--- src/include/mrl_pkg.sv ---
// Constants, codes and carrier types of the motor ramp, limit and alarm controller
package mrl_pkg;
  // ==========================================================================
  // Clock and time
  localparam int unsigned CLK_NS       = 25;
  localparam int unsigned DS_NS        = 100_000_000;           // One ramp-time unit, 0.1 s
  localparam int unsigned CYC_PER_DS   = DS_NS / CLK_NS;
  localparam int unsigned LOCK_SHOW_MS = 1000;
  localparam int unsigned LOCK_SHOW_CYC = LOCK_SHOW_MS * (1_000_000 / CLK_NS);
  localparam int unsigned ARST_HOLD_MS = 10;
  localparam int unsigned ARST_HOLD_CYC = ARST_HOLD_MS * (1_000_000 / CLK_NS);
  // ==========================================================================
  // Register byte offsets
  localparam logic [7:0] OFS_CTRL   = 8'h00;
  localparam logic [7:0] OFS_LIMIT  = 8'h04;
  localparam logic [7:0] OFS_RAMP   = 8'h08;
  localparam logic [7:0] OFS_POT    = 8'h0C;
  localparam logic [7:0] OFS_EDIT   = 8'h10;
  localparam logic [7:0] OFS_STATUS = 8'h14;
  // Field positions
  localparam int CTRL_DIGITAL = 0;
  localparam int CTRL_HOLD    = 1;
  localparam int CTRL_LOCK    = 2;
  localparam int HI_LSB       = 16;
  localparam int DEC_LSB      = 8;
  localparam int EDIT_IDX_LSB = 16;
  localparam int ST_ACTIVE    = 8;
  localparam int ST_LOCKIND   = 9;
  localparam int ST_WARN_LSB  = 10;
  localparam int ST_SPD_LSB   = 16;
  // ==========================================================================
  // Speeds in r/min, ramp times in 0.1 s
  localparam logic [12:0] RATED_RPM    = 13'd3000;
  localparam logic [12:0] LIM_LO_RST   = 13'd50;
  localparam logic [12:0] LIM_HI_RST   = 13'd4000;
  localparam logic [12:0] DATA_SPD_RST = 13'd50;
  localparam logic [7:0]  T_MIN        = 8'd1;
  localparam logic [7:0]  T_MAX        = 8'd150;
  localparam logic [7:0]  T_HONOUR     = 8'd5;
  localparam logic [7:0]  POT_T_RST    = 8'd1;
  localparam logic [7:0]  DIG_T_RST    = 8'd5;
  // Supply thresholds and hold torque cap in percent of rated; over-temperature warning margin
  localparam int unsigned OV_PCT      = 120;
  localparam int unsigned UV_PCT      = 60;
  localparam int unsigned OV_WARN_PCT = 115;
  localparam int unsigned UV_WARN_PCT = 65;
  localparam int unsigned HOLD_PCT    = 50;
  localparam logic [7:0]  OT_MARGIN   = 8'd10;
  // ==========================================================================
  // Alarm codes
  localparam logic [7:0] OVERCURRENT_CODE   = 8'h20;
  localparam logic [7:0] OVERHEAT_CODE      = 8'h21;
  localparam logic [7:0] OVERVOLTAGE_CODE   = 8'h22;
  localparam logic [7:0] UNDERVOLTAGE_CODE  = 8'h25;
  localparam logic [7:0] NVDATA_ERR_CODE    = 8'h41;
  localparam logic [7:0] EXTERNAL_HALT_CODE = 8'h5E;
  localparam logic [7:0] NO_ALARM_CODE      = 8'h00;

  typedef enum logic [1:0] {
    AL_NONE    = 2'b00,
    AL_HALTING = 2'b01,
    AL_LATCHED = 2'b11
  } mrl_al_state_t;

  // Pin inputs from outside the clock domain
  typedef struct packed {
    logic       forward_run_input;
    logic       alarm_reset_in;
    logic       ext_ok;
    logic       overcurrent;
    logic       nvdata_err;
    logic       motor_still;
    logic [1:0] data_sel;
  } mrl_pins_t;

  // Idle pin levels; external stop is active low, so a zero reset would fake a halt
  localparam mrl_pins_t PINS_IDLE = 8'h24;

  // Warning flags
  typedef struct packed {
    logic over_temp;
    logic under_volt;
    logic over_volt;
  } mrl_warn_t;
endpackage

--- src/rtl/mrl_ctrl.sv ---
// Ramp generator, edit lock, speed limits, standstill hold and alarms of a motor driver
`timescale 1ns/1ps
module mrl_ctrl
  import mrl_pkg::*;
#(
  parameter int unsigned  LOCK_SHOW  = LOCK_SHOW_CYC,
  parameter int unsigned  ARST_HOLD  = ARST_HOLD_CYC,
  parameter logic [9:0]   RATED_VSUP = 10'd500,
  parameter logic [7:0]   OT_LEVEL   = 8'd200,
  parameter logic [11:0]  HOLD_RATED = 12'd1000,
  parameter logic [3:0]   HOLD_GAIN  = 4'd4
) (
  input  wire logic        hclk,
  input  wire logic        hresetn,
  input  wire logic        hsel,
  input  wire logic [31:0] haddr,
  input  wire logic [1:0]  htrans,
  input  wire logic        hwrite,
  input  wire logic [2:0]  hsize,
  input  wire logic [31:0] hwdata,
  input  wire logic        hready,
  output logic             hreadyout,
  output logic [31:0]      hrdata,
  output logic             hresp,
  input  wire mrl_pins_t   pins,
  input  wire logic [9:0]  vsup,
  input  wire logic [7:0]  temp,
  input  wire logic signed [11:0] shaft_dev,
  output logic [12:0]      speed_cmd,
  output logic             drive_en,
  output logic             brake,
  output logic signed [11:0] hold_torque,
  output logic [7:0]       alarm_code,
  output logic             edit_locked_indication,
  output mrl_warn_t        warn
);
  localparam logic [9:0]  OV_LVL = 10'((32'(RATED_VSUP) * OV_PCT) / 100);
  localparam logic [9:0]  UV_LVL = 10'((32'(RATED_VSUP) * UV_PCT) / 100);
  localparam logic [9:0]  OV_WRN = 10'((32'(RATED_VSUP) * OV_WARN_PCT) / 100);
  localparam logic [9:0]  UV_WRN = 10'((32'(RATED_VSUP) * UV_WARN_PCT) / 100);
  localparam logic signed [11:0] HOLD_MAX = 12'((32'(HOLD_RATED) * HOLD_PCT) / 100);

  function automatic logic [12:0] clamp_spd(input logic [12:0] v, input logic [12:0] lo,
                                            input logic [12:0] hi);
    clamp_spd = (v > hi) ? hi : ((v < lo) ? lo : v);
  endfunction

  function automatic logic [7:0] clamp_t(input logic [7:0] v);
    clamp_t = (v > T_MAX) ? T_MAX : ((v < T_MIN) ? T_MIN : v);
  endfunction

  // ==========================================================================
  // Pin synchronisers
  mrl_pins_t pins_m_q;
  mrl_pins_t pins_s_q;
  always_ff @(posedge hclk or negedge hresetn) begin
    if (!hresetn) begin
      pins_m_q <= PINS_IDLE;
      pins_s_q <= PINS_IDLE;
    end else begin
      pins_m_q <= pins;
      pins_s_q <= pins_m_q;
    end
  end

  // ==========================================================================
  // AHB-Lite slave, zero wait states
  logic        ph_wr_q;
  logic [7:0]  ph_ofs_q;
  logic [31:0] hrdata_q;
  logic        acc_take;
  assign acc_take = hsel && hready && htrans[1];
  always_ff @(posedge hclk or negedge hresetn) begin
    if (!hresetn) begin
      ph_wr_q  <= 1'b0;
      ph_ofs_q <= 8'h00;
    end else begin
      ph_wr_q  <= acc_take && hwrite && (haddr[31:8] == 24'h0);
      ph_ofs_q <= haddr[7:0];
    end
  end
  assign hreadyout = 1'b1;
  assign hresp     = 1'b0;
  assign hrdata    = hrdata_q;

  // ==========================================================================
  // Settings
  logic        digital_q;
  logic        hold_sel_q;
  logic        lock_q;
  logic [12:0] lim_lo_q;
  logic [12:0] lim_hi_q;
  logic [7:0]  dig_acc_q;
  logic [7:0]  dig_dec_q;
  logic [7:0]  pot_acc_q;
  logic [7:0]  pot_dec_q;
  logic [12:0] data_spd_q [4];
  logic        wr_ctrl, wr_lim, wr_ramp, wr_edit, wr_pot;
  logic        setting_try;
  logic [12:0] new_lo, new_hi, edit_spd;
  assign wr_ctrl  = ph_wr_q && ph_ofs_q == OFS_CTRL;
  assign wr_lim   = ph_wr_q && ph_ofs_q == OFS_LIMIT;
  assign wr_ramp  = ph_wr_q && ph_ofs_q == OFS_RAMP;
  assign wr_pot   = ph_wr_q && ph_ofs_q == OFS_POT;
  assign wr_edit  = ph_wr_q && ph_ofs_q == OFS_EDIT;
  assign new_lo   = hwdata[12:0];
  assign new_hi   = hwdata[HI_LSB +: 13];
  assign edit_spd = hwdata[12:0];
  // Any write that would change a setting; the lock bit itself is never blocked
  assign setting_try = wr_lim || wr_ramp || wr_edit ||
                       (wr_ctrl && ({hwdata[CTRL_HOLD], hwdata[CTRL_DIGITAL]} !=
                                    {hold_sel_q, digital_q}));

  always_ff @(posedge hclk or negedge hresetn) begin
    if (!hresetn) begin
      lock_q <= 1'b0;
    end else if (wr_ctrl) begin
      lock_q <= hwdata[CTRL_LOCK];
    end
  end

  always_ff @(posedge hclk or negedge hresetn) begin
    if (!hresetn) begin
      digital_q  <= 1'b0;
      hold_sel_q <= 1'b0;
      lim_lo_q   <= LIM_LO_RST;
      lim_hi_q   <= LIM_HI_RST;
      dig_acc_q  <= DIG_T_RST;
      dig_dec_q  <= DIG_T_RST;
    end else if (!lock_q) begin
      if (wr_ctrl) begin
        digital_q  <= hwdata[CTRL_DIGITAL];
        hold_sel_q <= hwdata[CTRL_HOLD];
      end
      // Bounds may only narrow the shipped range
      if (wr_lim && new_lo >= LIM_LO_RST && new_hi <= LIM_HI_RST && new_lo <= new_hi) begin
        lim_lo_q <= new_lo;
        lim_hi_q <= new_hi;
      end
      if (wr_ramp) begin
        dig_acc_q <= clamp_t(hwdata[7:0]);
        dig_dec_q <= clamp_t(hwdata[DEC_LSB +: 8]);
      end
    end
  end

  // Potentiometer readings come from the analog front end and are not lockable
  always_ff @(posedge hclk or negedge hresetn) begin
    if (!hresetn) begin
      pot_acc_q <= POT_T_RST;
      pot_dec_q <= POT_T_RST;
    end else if (wr_pot) begin
      pot_acc_q <= clamp_t(hwdata[7:0]);
      pot_dec_q <= clamp_t(hwdata[DEC_LSB +: 8]);
    end
  end

  // Operation data; stored entries follow any change of the bounds
  for (genvar i = 0; i < 4; i++) begin : g_data
    always_ff @(posedge hclk or negedge hresetn) begin
      if (!hresetn) begin
        data_spd_q[i] <= DATA_SPD_RST;
      end else if (wr_edit && !lock_q && hwdata[EDIT_IDX_LSB +: 2] == 2'(i) &&
                   edit_spd >= lim_lo_q && edit_spd <= lim_hi_q) begin
        data_spd_q[i] <= edit_spd;
      end else begin
        data_spd_q[i] <= clamp_spd(data_spd_q[i], lim_lo_q, lim_hi_q);
      end
    end
  end

  // ==========================================================================
  // Lock indication
  logic [31:0] lock_cnt_q;
  always_ff @(posedge hclk or negedge hresetn) begin
    if (!hresetn) begin
      lock_cnt_q <= 32'h0;
    end else if (lock_q && setting_try) begin
      lock_cnt_q <= LOCK_SHOW;
    end else if (lock_cnt_q != 32'h0) begin
      lock_cnt_q <= lock_cnt_q - 32'h1;
    end
  end

  // ==========================================================================
  // Protection
  mrl_al_state_t al_state_q;
  logic [7:0]    al_code_q;
  logic [7:0]    cause_code;
  logic          ov_hit, uv_hit, ot_hit, run_req, resettable;
  logic [31:0]   arst_cnt_q;
  logic          arst_prev_q;
  logic          arst_fire;
  assign ov_hit  = vsup > OV_LVL;
  assign uv_hit  = vsup < UV_LVL;
  assign ot_hit  = temp > OT_LEVEL;
  assign run_req = pins_s_q.forward_run_input;
  always_comb begin
    if (pins_s_q.overcurrent)      cause_code = OVERCURRENT_CODE;
    else if (pins_s_q.nvdata_err)  cause_code = NVDATA_ERR_CODE;
    else if (!pins_s_q.ext_ok)     cause_code = EXTERNAL_HALT_CODE;
    else if (ov_hit)               cause_code = OVERVOLTAGE_CODE;
    else if (uv_hit)               cause_code = UNDERVOLTAGE_CODE;
    else if (ot_hit)               cause_code = OVERHEAT_CODE;
    else                           cause_code = NO_ALARM_CODE;
  end
  // Power cycle is the only way out for these two
  assign resettable = al_code_q != OVERCURRENT_CODE && al_code_q != NVDATA_ERR_CODE;

  // Reset input must be held long enough with the run command off
  always_ff @(posedge hclk or negedge hresetn) begin
    if (!hresetn) begin
      arst_cnt_q  <= 32'h0;
      arst_prev_q <= 1'b0;
    end else begin
      arst_prev_q <= pins_s_q.alarm_reset_in;
      if (!pins_s_q.alarm_reset_in || run_req) begin
        arst_cnt_q <= (pins_s_q.alarm_reset_in || !arst_prev_q) ? 32'h0 : arst_cnt_q;
      end else if (arst_cnt_q < ARST_HOLD) begin
        arst_cnt_q <= arst_cnt_q + 32'h1;
      end
    end
  end
  assign arst_fire = arst_prev_q && !pins_s_q.alarm_reset_in && !run_req &&
                     arst_cnt_q >= ARST_HOLD;

  always_ff @(posedge hclk or negedge hresetn) begin
    if (!hresetn) begin
      al_state_q <= AL_NONE;
      al_code_q  <= NO_ALARM_CODE;
    end else begin
      case (al_state_q)
        AL_NONE: begin
          if (cause_code != NO_ALARM_CODE) begin
            al_code_q  <= cause_code;
            al_state_q <= (cause_code == EXTERNAL_HALT_CODE) ? AL_HALTING : AL_LATCHED;
          end
        end
        AL_HALTING: begin
          if (pins_s_q.motor_still) begin
            al_state_q <= AL_LATCHED;
          end
        end
        AL_LATCHED: begin
          if (arst_fire && resettable) begin
            al_state_q <= AL_NONE;
            al_code_q  <= NO_ALARM_CODE;
          end
        end
        default: begin
          al_state_q <= AL_LATCHED;
        end
      endcase
    end
  end

  // Early warnings sit inside the alarm thresholds
  always_ff @(posedge hclk or negedge hresetn) begin
    if (!hresetn) begin
      warn <= '0;
    end else begin
      warn.over_volt  <= vsup > OV_WRN;
      warn.under_volt <= vsup < UV_WRN;
      warn.over_temp  <= temp > (OT_LEVEL - OT_MARGIN);
    end
  end

  // ==========================================================================
  // Ramp generator
  logic [12:0] set_spd, target, span;
  logic [7:0]  t_sel, t_eff;
  logic [31:0] t_cyc, ramp_acc_q, acc_sum;
  logic        going_up;
  logic        alarm_on;
  assign alarm_on = al_state_q != AL_NONE;
  assign set_spd  = data_spd_q[pins_s_q.data_sel];
  assign target   = (run_req && !alarm_on) ? set_spd : 13'd0;
  assign going_up = target > speed_cmd;
  always_comb begin
    if (digital_q) begin
      t_sel = going_up ? dig_acc_q : dig_dec_q;
      span  = set_spd;
    end else begin
      t_sel = going_up ? pot_acc_q : pot_dec_q;
      span  = RATED_RPM;
    end
  end
  assign t_eff   = (t_sel < T_HONOUR) ? T_HONOUR : t_sel;
  assign t_cyc   = 32'(t_eff) * CYC_PER_DS;
  assign acc_sum = ramp_acc_q + 32'(span);

  always_ff @(posedge hclk or negedge hresetn) begin
    if (!hresetn) begin
      speed_cmd  <= 13'd0;
      ramp_acc_q <= 32'h0;
    end else if (alarm_on) begin
      speed_cmd  <= 13'd0;
      ramp_acc_q <= 32'h0;
    end else if (target == speed_cmd) begin
      ramp_acc_q <= 32'h0;
    end else if (acc_sum >= t_cyc) begin
      ramp_acc_q <= acc_sum - t_cyc;
      speed_cmd  <= going_up ? speed_cmd + 13'd1 : speed_cmd - 13'd1;
    end else begin
      ramp_acc_q <= acc_sum;
    end
  end

  // ==========================================================================
  // Power stage, hold torque and display outputs
  logic signed [15:0] hold_raw;
  logic               hold_on;
  assign hold_raw = 16'(shaft_dev) * $signed({12'h0, HOLD_GAIN});
  assign hold_on  = hold_sel_q && !alarm_on && !run_req && speed_cmd == 13'd0;
  always_ff @(posedge hclk or negedge hresetn) begin
    if (!hresetn) begin
      drive_en               <= 1'b0;
      brake                  <= 1'b0;
      hold_torque            <= 12'sd0;
      alarm_code             <= NO_ALARM_CODE;
      edit_locked_indication <= 1'b0;
    end else begin
      drive_en               <= !alarm_on && (run_req || speed_cmd != 13'd0 || hold_on);
      brake                  <= al_state_q == AL_HALTING;
      alarm_code             <= al_code_q;
      edit_locked_indication <= lock_cnt_q != 32'h0;
      if (!hold_on) begin
        hold_torque <= 12'sd0;
      end else if (hold_raw > 16'(HOLD_MAX)) begin
        hold_torque <= HOLD_MAX;
      end else if (hold_raw < -16'(HOLD_MAX)) begin
        hold_torque <= -HOLD_MAX;
      end else begin
        hold_torque <= 12'(hold_raw);
      end
    end
  end

  // Read data is sampled in the address phase
  always_ff @(posedge hclk or negedge hresetn) begin
    if (!hresetn) begin
      hrdata_q <= 32'h0;
    end else if (acc_take && !hwrite) begin
      case (haddr[31:0])
        32'(OFS_CTRL):   hrdata_q <= {29'h0, lock_q, hold_sel_q, digital_q};
        32'(OFS_LIMIT):  hrdata_q <= {3'h0, lim_hi_q, 3'h0, lim_lo_q};
        32'(OFS_RAMP):   hrdata_q <= {16'h0, dig_dec_q, dig_acc_q};
        32'(OFS_POT):    hrdata_q <= {16'h0, pot_dec_q, pot_acc_q};
        32'(OFS_EDIT):   hrdata_q <= {14'h0, pins_s_q.data_sel, 3'h0, set_spd};
        32'(OFS_STATUS): hrdata_q <= {3'h0, speed_cmd, 3'h0, warn, edit_locked_indication,
                                      alarm_on, alarm_code};
        default:         hrdata_q <= 32'h0;
      endcase
    end
  end
endmodule

--- config.mk ---
export PLATFORM = sky130hd
export DESIGN_NAME = mrl_ctrl
export DESIGN_NICKNAME = d
export VERILOG_FILES = /design/src/include/mrl_pkg.sv /design/src/rtl/mrl_ctrl.sv
export SDC_FILE = /design/constraint.sdc
export NUM_CORES = 1
export LEC_CHECK = 0
export ABC_AREA = 1
export CORE_MARGIN = 4
export CORE_UTILIZATION = 45
export CTS_BUF_LIST = sky130_fd_sc_hd__clkbuf_16
export DETAILED_ROUTE_END_ITERATION = 8
export DONT_BUFFER_PORTS = 1
export GPL_TIMING_DRIVEN = 0
export SETUP_SLACK_MARGIN = 0.05
export SYNTH_ARGS = -nofsm -noshare
export SYNTH_HDL_FRONTEND = slang
export SYNTH_SLANG_ARGS = --single-unit
--- constraint.sdc ---
create_clock -name hclk -period 17.5 [get_ports hclk]
set_input_delay 1.75 -clock hclk [delete_from_list [all_inputs] [get_ports hclk]]
set_output_delay 1.75 -clock hclk [all_outputs]
set_load 0.01 [all_outputs]
-- Word level (Yosys, flattened, before mapping)
Cells that the tools add are included.
- register bits: 316
- word-level logic and storage cells: 240
- output and inout port bits: 73
- bits of input ports: 112
- multiplexer cells: 55
- $mul: 1
- equal/unequal tests: 24
- bitwise logic cells: 2
- magnitude comparators: 31
- add/sub/neg operators: 6
- reduce and logical (&&, ||, !) cells: 76
- operators by type and width (operator ; number):
    two-way mux 13 bit ; 20
    two-way mux 32 bit ; 8
    one-hot mux 29 bit (6 select lines) ; 1
    two-way mux 8 bit ; 10
    greater-than comparator 13 bit ; 5
    equality test 32 x 4 -> 1 bit (second input constant) ; 2
    equality test 32 x 5 -> 1 bit (second input constant) ; 2
    less-than comparator 13 bit ; 4
    logical AND 1 bit ; 38
    two-way mux 12 bit ; 3
    adder 32 x 1 -> 32 bit (second input constant) ; 1
    adder 32 x 13 -> 32 bit ; 1
    equality test 32 x 3 -> 1 bit (second input constant) ; 1
    greater-or-equal comparator 32 x 19 -> 1 bit (second input constant) ; 1
    greater-or-equal comparator 32 x 30 -> 1 bit ; 1
    greater-than comparator 8 bit (second input constant) ; 4
    logical NOT 32 bit ; 1
    less-than comparator 32 x 19 -> 1 bit (second input constant) ; 1
    nonzero test 32 bit ; 1
    subtractor 32 x 1 -> 32 bit (second input constant) ; 1
    subtractor 32 x 30 -> 32 bit ; 1
    binary-select mux 13 bit (select 2 bit) ; 1
    <= comparator 13 bit ; 2
    logical NOT 24 bit ; 1
    43 further kinds ; 84

-- Longest topological paths before layout
- word-level depth: 15
- depth in mapped cells: 53
- mapped depth without buffers: 51

-- Least setup slack after synthesis
No wires, ideal clock.
- path type: register to register
- start point: register pins_s_q[0] in the netlist's numbering
- end point: register speed_cmd[10]
- data arrival time: 7.433 ns
- cell stages (with the launch flop): 47
- path slack: 9.949 ns
- setup time: 0.118 ns
- path through: dfrtp_1 clkbuf_1 clkbuf_1 a21oi_1 a32o_1 nor2_1 ha_1 nand2_1 inv_1 o21ai_1 nand2_1 nor2_1 nand2_2 nand2_2 buf_4 inv_2 nand2_1 o211ai_1 [... 11 more ...] inv_1 ha_1 nand2_1 o21ai_0 nand3_1 nand3b_1 nand2_1 ha_1 nand2_1 o21ai_0 nand3_1 nand2_1 nor2_4 nand3_4 nand2_2 buf_4 nand3_1 nand2_1
- longest elaborated chain between the ends: 14
- elaborated cells on any way between the ends: 23
- classes of those cells: add/sub: 1; mul: 1; order compare: 3; eq/ne: 2; mux: 13; bitwise: 1; reduce/logical: 2
- RTL lines (element ; RTL line ; source):
    start: declaration ; mrl_ctrl.sv:55 ; mrl_pins_t pins_s_q;
    start signal: assignment ; mrl_ctrl.sv:62 ; pins_s_q <= pins_m_q;
    NOT 2 -> 3 bit (implied by the code) * ; mrl_ctrl.sv:276 ; assign set_spd = data_spd_q[pins_s_q.data_sel];
    binary-select mux 13 bit (select 2 bit) * ; mrl_ctrl.sv:276 ;
    two-way mux 13 bit (implied by the code) * (2 in a row) ; mrl_ctrl.sv:276 ;
    two-way mux 13 bit ; mrl_ctrl.sv:277 ; assign target = (run_req && !alarm_on) ? set_spd : 13'd0;
    greater-than comparator 13 bit ; mrl_ctrl.sv:278 ; assign going_up = target > speed_cmd;
    two-way mux 8 bit, on equally long branches ; mrl_ctrl.sv:284, mrl_ctrl.sv:281 ;
    two-way mux 8 bit ; mrl_ctrl.sv:280 ; if (digital_q) begin
    less-than comparator 8 x 3 -> 1 bit ; mrl_ctrl.sv:288 ; assign t_eff = (t_sel < T_HONOUR) ? T_HONOUR : t_sel;
    two-way mux 8 bit ; mrl_ctrl.sv:288 ;
    multiplier 8 x 14 -> 22 bit ; mrl_ctrl.sv:289 ; assign t_cyc = 32'(t_eff) * CYC_PER_DS;
    greater-or-equal comparator 32 x 30 -> 1 bit ; mrl_ctrl.sv:301 ; end else if (acc_sum >= t_cyc) begin
    nonzero test 2 bit (no line) ; - ;
    AND reduction 2 bit (no line) ; - ;
    end signal: assignment ; mrl_ctrl.sv:303 ; speed_cmd <= going_up ? speed_cmd + 13'd1 : speed_cmd - 13'd1;
    end: declaration ; mrl_ctrl.sv:29 ; output logic [12:0] speed_cmd,
Every way passes the cells marked *; elsewhere a longest branch is shown, timed or not. The select of a mux whose other input is x is not followed.
A chain may end at the register's enable or synchronous reset.

-- Worst setup path in the final report
- start point: register pins_s_q[0] in the netlist's numbering
- end point: register speed_cmd[8]
Same word-level chain as after synthesis.

==> impl_metrics.ini <==
[clock_network]
root_buffer = clkbuf_16
clk_pin_slew_ps = 60
clock_sinks = 307
cts_tree = done
clkLatencyLatePin_ps = 580
cts_resized = 0
numCtsBuffers = 40
cts_setup_buffers = 0
clockBufferDepth = 3
htree_levels = 2
ctsHoldBuffers = 0

[drt]
drc = 0
vias = 23964
wl_um = 86900
first_pass_iters = 6
viasPerCell = 5.71
initialDrtViolationCount = 2002
wl_per_cell_um = 20.7
ant_nets = 0

[power]
p_sw_share_pct = 24.8
sequentialPowerShare_pct = 41.2
pwr-share-comb_pct = 7.3
p_sw_mw = 0.433
clockPowerShare_pct = 51.6
power.density_nw_per_um2 = 64.6
ir_drop_mv = 0.0687
cellLeakagePower_nw = 13.9
internal_power_mw = 1.31

[sta]
tightest_slew_ps = 1170
fin_ws_ps = 7510
report.final.slew_viol_count = 0
finalSetupViolCount = 0
rsz0062_at_grt = false
fmax_mhz = 100
clock_skew_ps = 23.9
whs_ps = 347
min_period_over_period_pct = 57.1
tns_ps = 0
period_needed_ps = 9990
relSlewSlack_pct = 21.2
finalHoldViolations = 0

[synthesis]
yosys.area.top_type = dfrtp_1
synth.most_common_cell = nand2_1
synth-seq-cells = 307
synth_top_family_by_area = simple AND/OR/NAND/NOR gates
synth-edff-count = 0
yosys.area_share.simple_pct = 31.3
synth_mux_area_share_pct = 0
yosysSeqAreaShare_pct = 31.3
synth_top_area_share_pct = 28.0
netlist_top_cells_count = nand2_1 (971), inv_1 (368), dfrtp_1 (276)
yosysWarnings = 0
synthTopCellsByArea = dfrtp_1 (28%), nand2_1 (15%), ha_1 (13%)
synthArstFlopShare_pct = 100
synth_xor_area_share_pct = 3.38
synthFlopType = dfrtp_1
syn_area_um2 = 24700
ys_types = 62
synthAdderAreaFrac_pct = 14.7
synth_cells = 3423
syn_area_per_cell_um2 = 7.21
synth-compound-area-share_pct = 11.4

[finish]
nNetsFinal = 3861
drive_gt1_share_pct = 5.74
design_area_um2 = 27000
area_growth_pct = 9.44

[global_route]
grt_pass1_wl_um = 134000
grt_usage_pct = 29.0
grt_max_degree = 308
grt_antenna_before_repair = 0
grt_overflow_total = 0
grt_pass1_vias = 23462

[worst_setup_path]
critPathCaptureType = flop
cpMostUsedCell = nand2_1
path_max_fanout = 20
critPathLaunchType = flop
crit_slowest_cell = a32oi_1
max_stage_delay_ps = 610
crit_arrival_ps = 10500
worstSetupPathType = flop to flop
crit_required_ps = 18010

[floorplan]
start_util_pct = 45.7
die_w_um = 242
rows = 85
die_h_um = 242
die_area_um2 = 58700
fp.coreArea_um2 = 54000
pin_count = 185

[placement]
place_ws_ps = 7680
gp_congestion = 0.953
placed_cell_area_um2 = 25600
dp_hpwl_um = 66900
portBuffers = 0

[status]
status = finished, final reports clean

[run]
maxCapViolations = 0

[hold_path]
hp-class = flop to flop
-- layout by cell type (no fill, tap or decap), drive strengths merged, types with 9 or more instances in the layout --
cell    count
dfstp      31
nand3     203
xor2       63
xnor2      30
a31oi      10
nor2      270
fa         20
o31ai      16
o21ai     208
buf        48
a21oi     184
nand3b     23
inv       385
nand2     982
o22ai      23
clkinv     16
nand4     163
dfrtp     276
nor4       23
o21bai     12
ha        258
clkbuf    111
nor3       62
a32o       11
bufinv      9
o211ai     15
or2         9
-- per-stage QoR --
stage	std cells	total power [mW]	util, %
after CTS	4199	1.77	50.0
after floorplan	3429	0.822	-
after global routing	4199	1.81	50.0
after detailed placement	4125	0.856	47.3
final	4200	1.74	50.0
after global placement	4125	0.853	47.3
-- worst max-delay path, delay by kind of cell (launching register included) --
| family | cells | cell delay, ps |
|---|---|---|
| fa+ha+maj | 8 | 2950 |
| simple gates | 21 | 2780 |
| buf+inv | 10 | 2010 |
| compound gates | 6 | 1740 |
| flops | 1 | 390 |
-- path summary, 6_finish.rpt --
path / start / to / slack, ps / cells past startpoint
worst max-delay path: pins_s_q[0] / speed_cmd[8] / 7510 / 45
worst min-delay path: pins_m_q[6] / pins_s_q[6] / 350 / 0
worst min register to register: pins_m_q[6] / pins_s_q[6] / 350 / 0
min in group asynchronous: hresetn / lock_cnt_q[10] / 900 / 0
worst max register to register: pins_s_q[0] / speed_cmd[8] / 7510 / 45
max in group asynchronous: hresetn / warn[1] / 15950 / 0
-- logic make-up (layout without fill, tap and decap cells) --
group / after synthesis / count (layout)
other: 2 / 9
XOR/XNOR: 93 / 93
AND/OR/NAND/NOR: 1742 / 1742
flip-flops: 307 / 307
AO/OA/AOI/OAI: 503 / 503
adder cells (fa/ha/maj): 278 / 278
buffers and inverters: 498 / 572
-- per-layer routing --
metal / vias up / routed length, um / GRT usage, %
met4: 0 / 3970 / 12.0
li1: 11524 / - / -
met2: 801 / 40300 / 48.4
met5: - / 0 / 0
met1: 11412 / 36700 / 37.2
met3: 227 / 5980 / 5.26
-- state kept, by name (all words and copies together), names as in the netlist, 7 cells and up --
register     cells
lim_hi_q        13
data_spd_q      52
hrdata          29
pot_dec_q        8
dig_dec_q        8
speed_cmd       13
pot_acc_q        8
lim_lo_q        13
ramp_acc_q      32
ph_ofs_q         8
arst_cnt_q      32
pins_m_q         8
pins_s_q         7
dig_acc_q        8
lock_cnt_q      32
hold_torque     10
-- area by class of cell --
cell class,instances,area [um2]
fillers,5373,27000
multi-input cells,2624,15000
flip-flops and latches,307,7720
inverters,379,1420
clock buffers,40,1000
well taps,696,871
plain buffers,119,533
clock inverters,34,433
diodes,1,2.50
-- power groups by stage --
stage	Clock (mW)	Sequential (mW)	Combinational, mW
after floorplan	0	0.730	0.0922
after global placement	0	0.730	0.123
after detailed placement	0	0.731	0.125
after CTS	0.922	0.718	0.126
after global routing	0.950	0.718	0.143
final	0.900	0.718	0.127
Power figures use the tool's default switching activity.
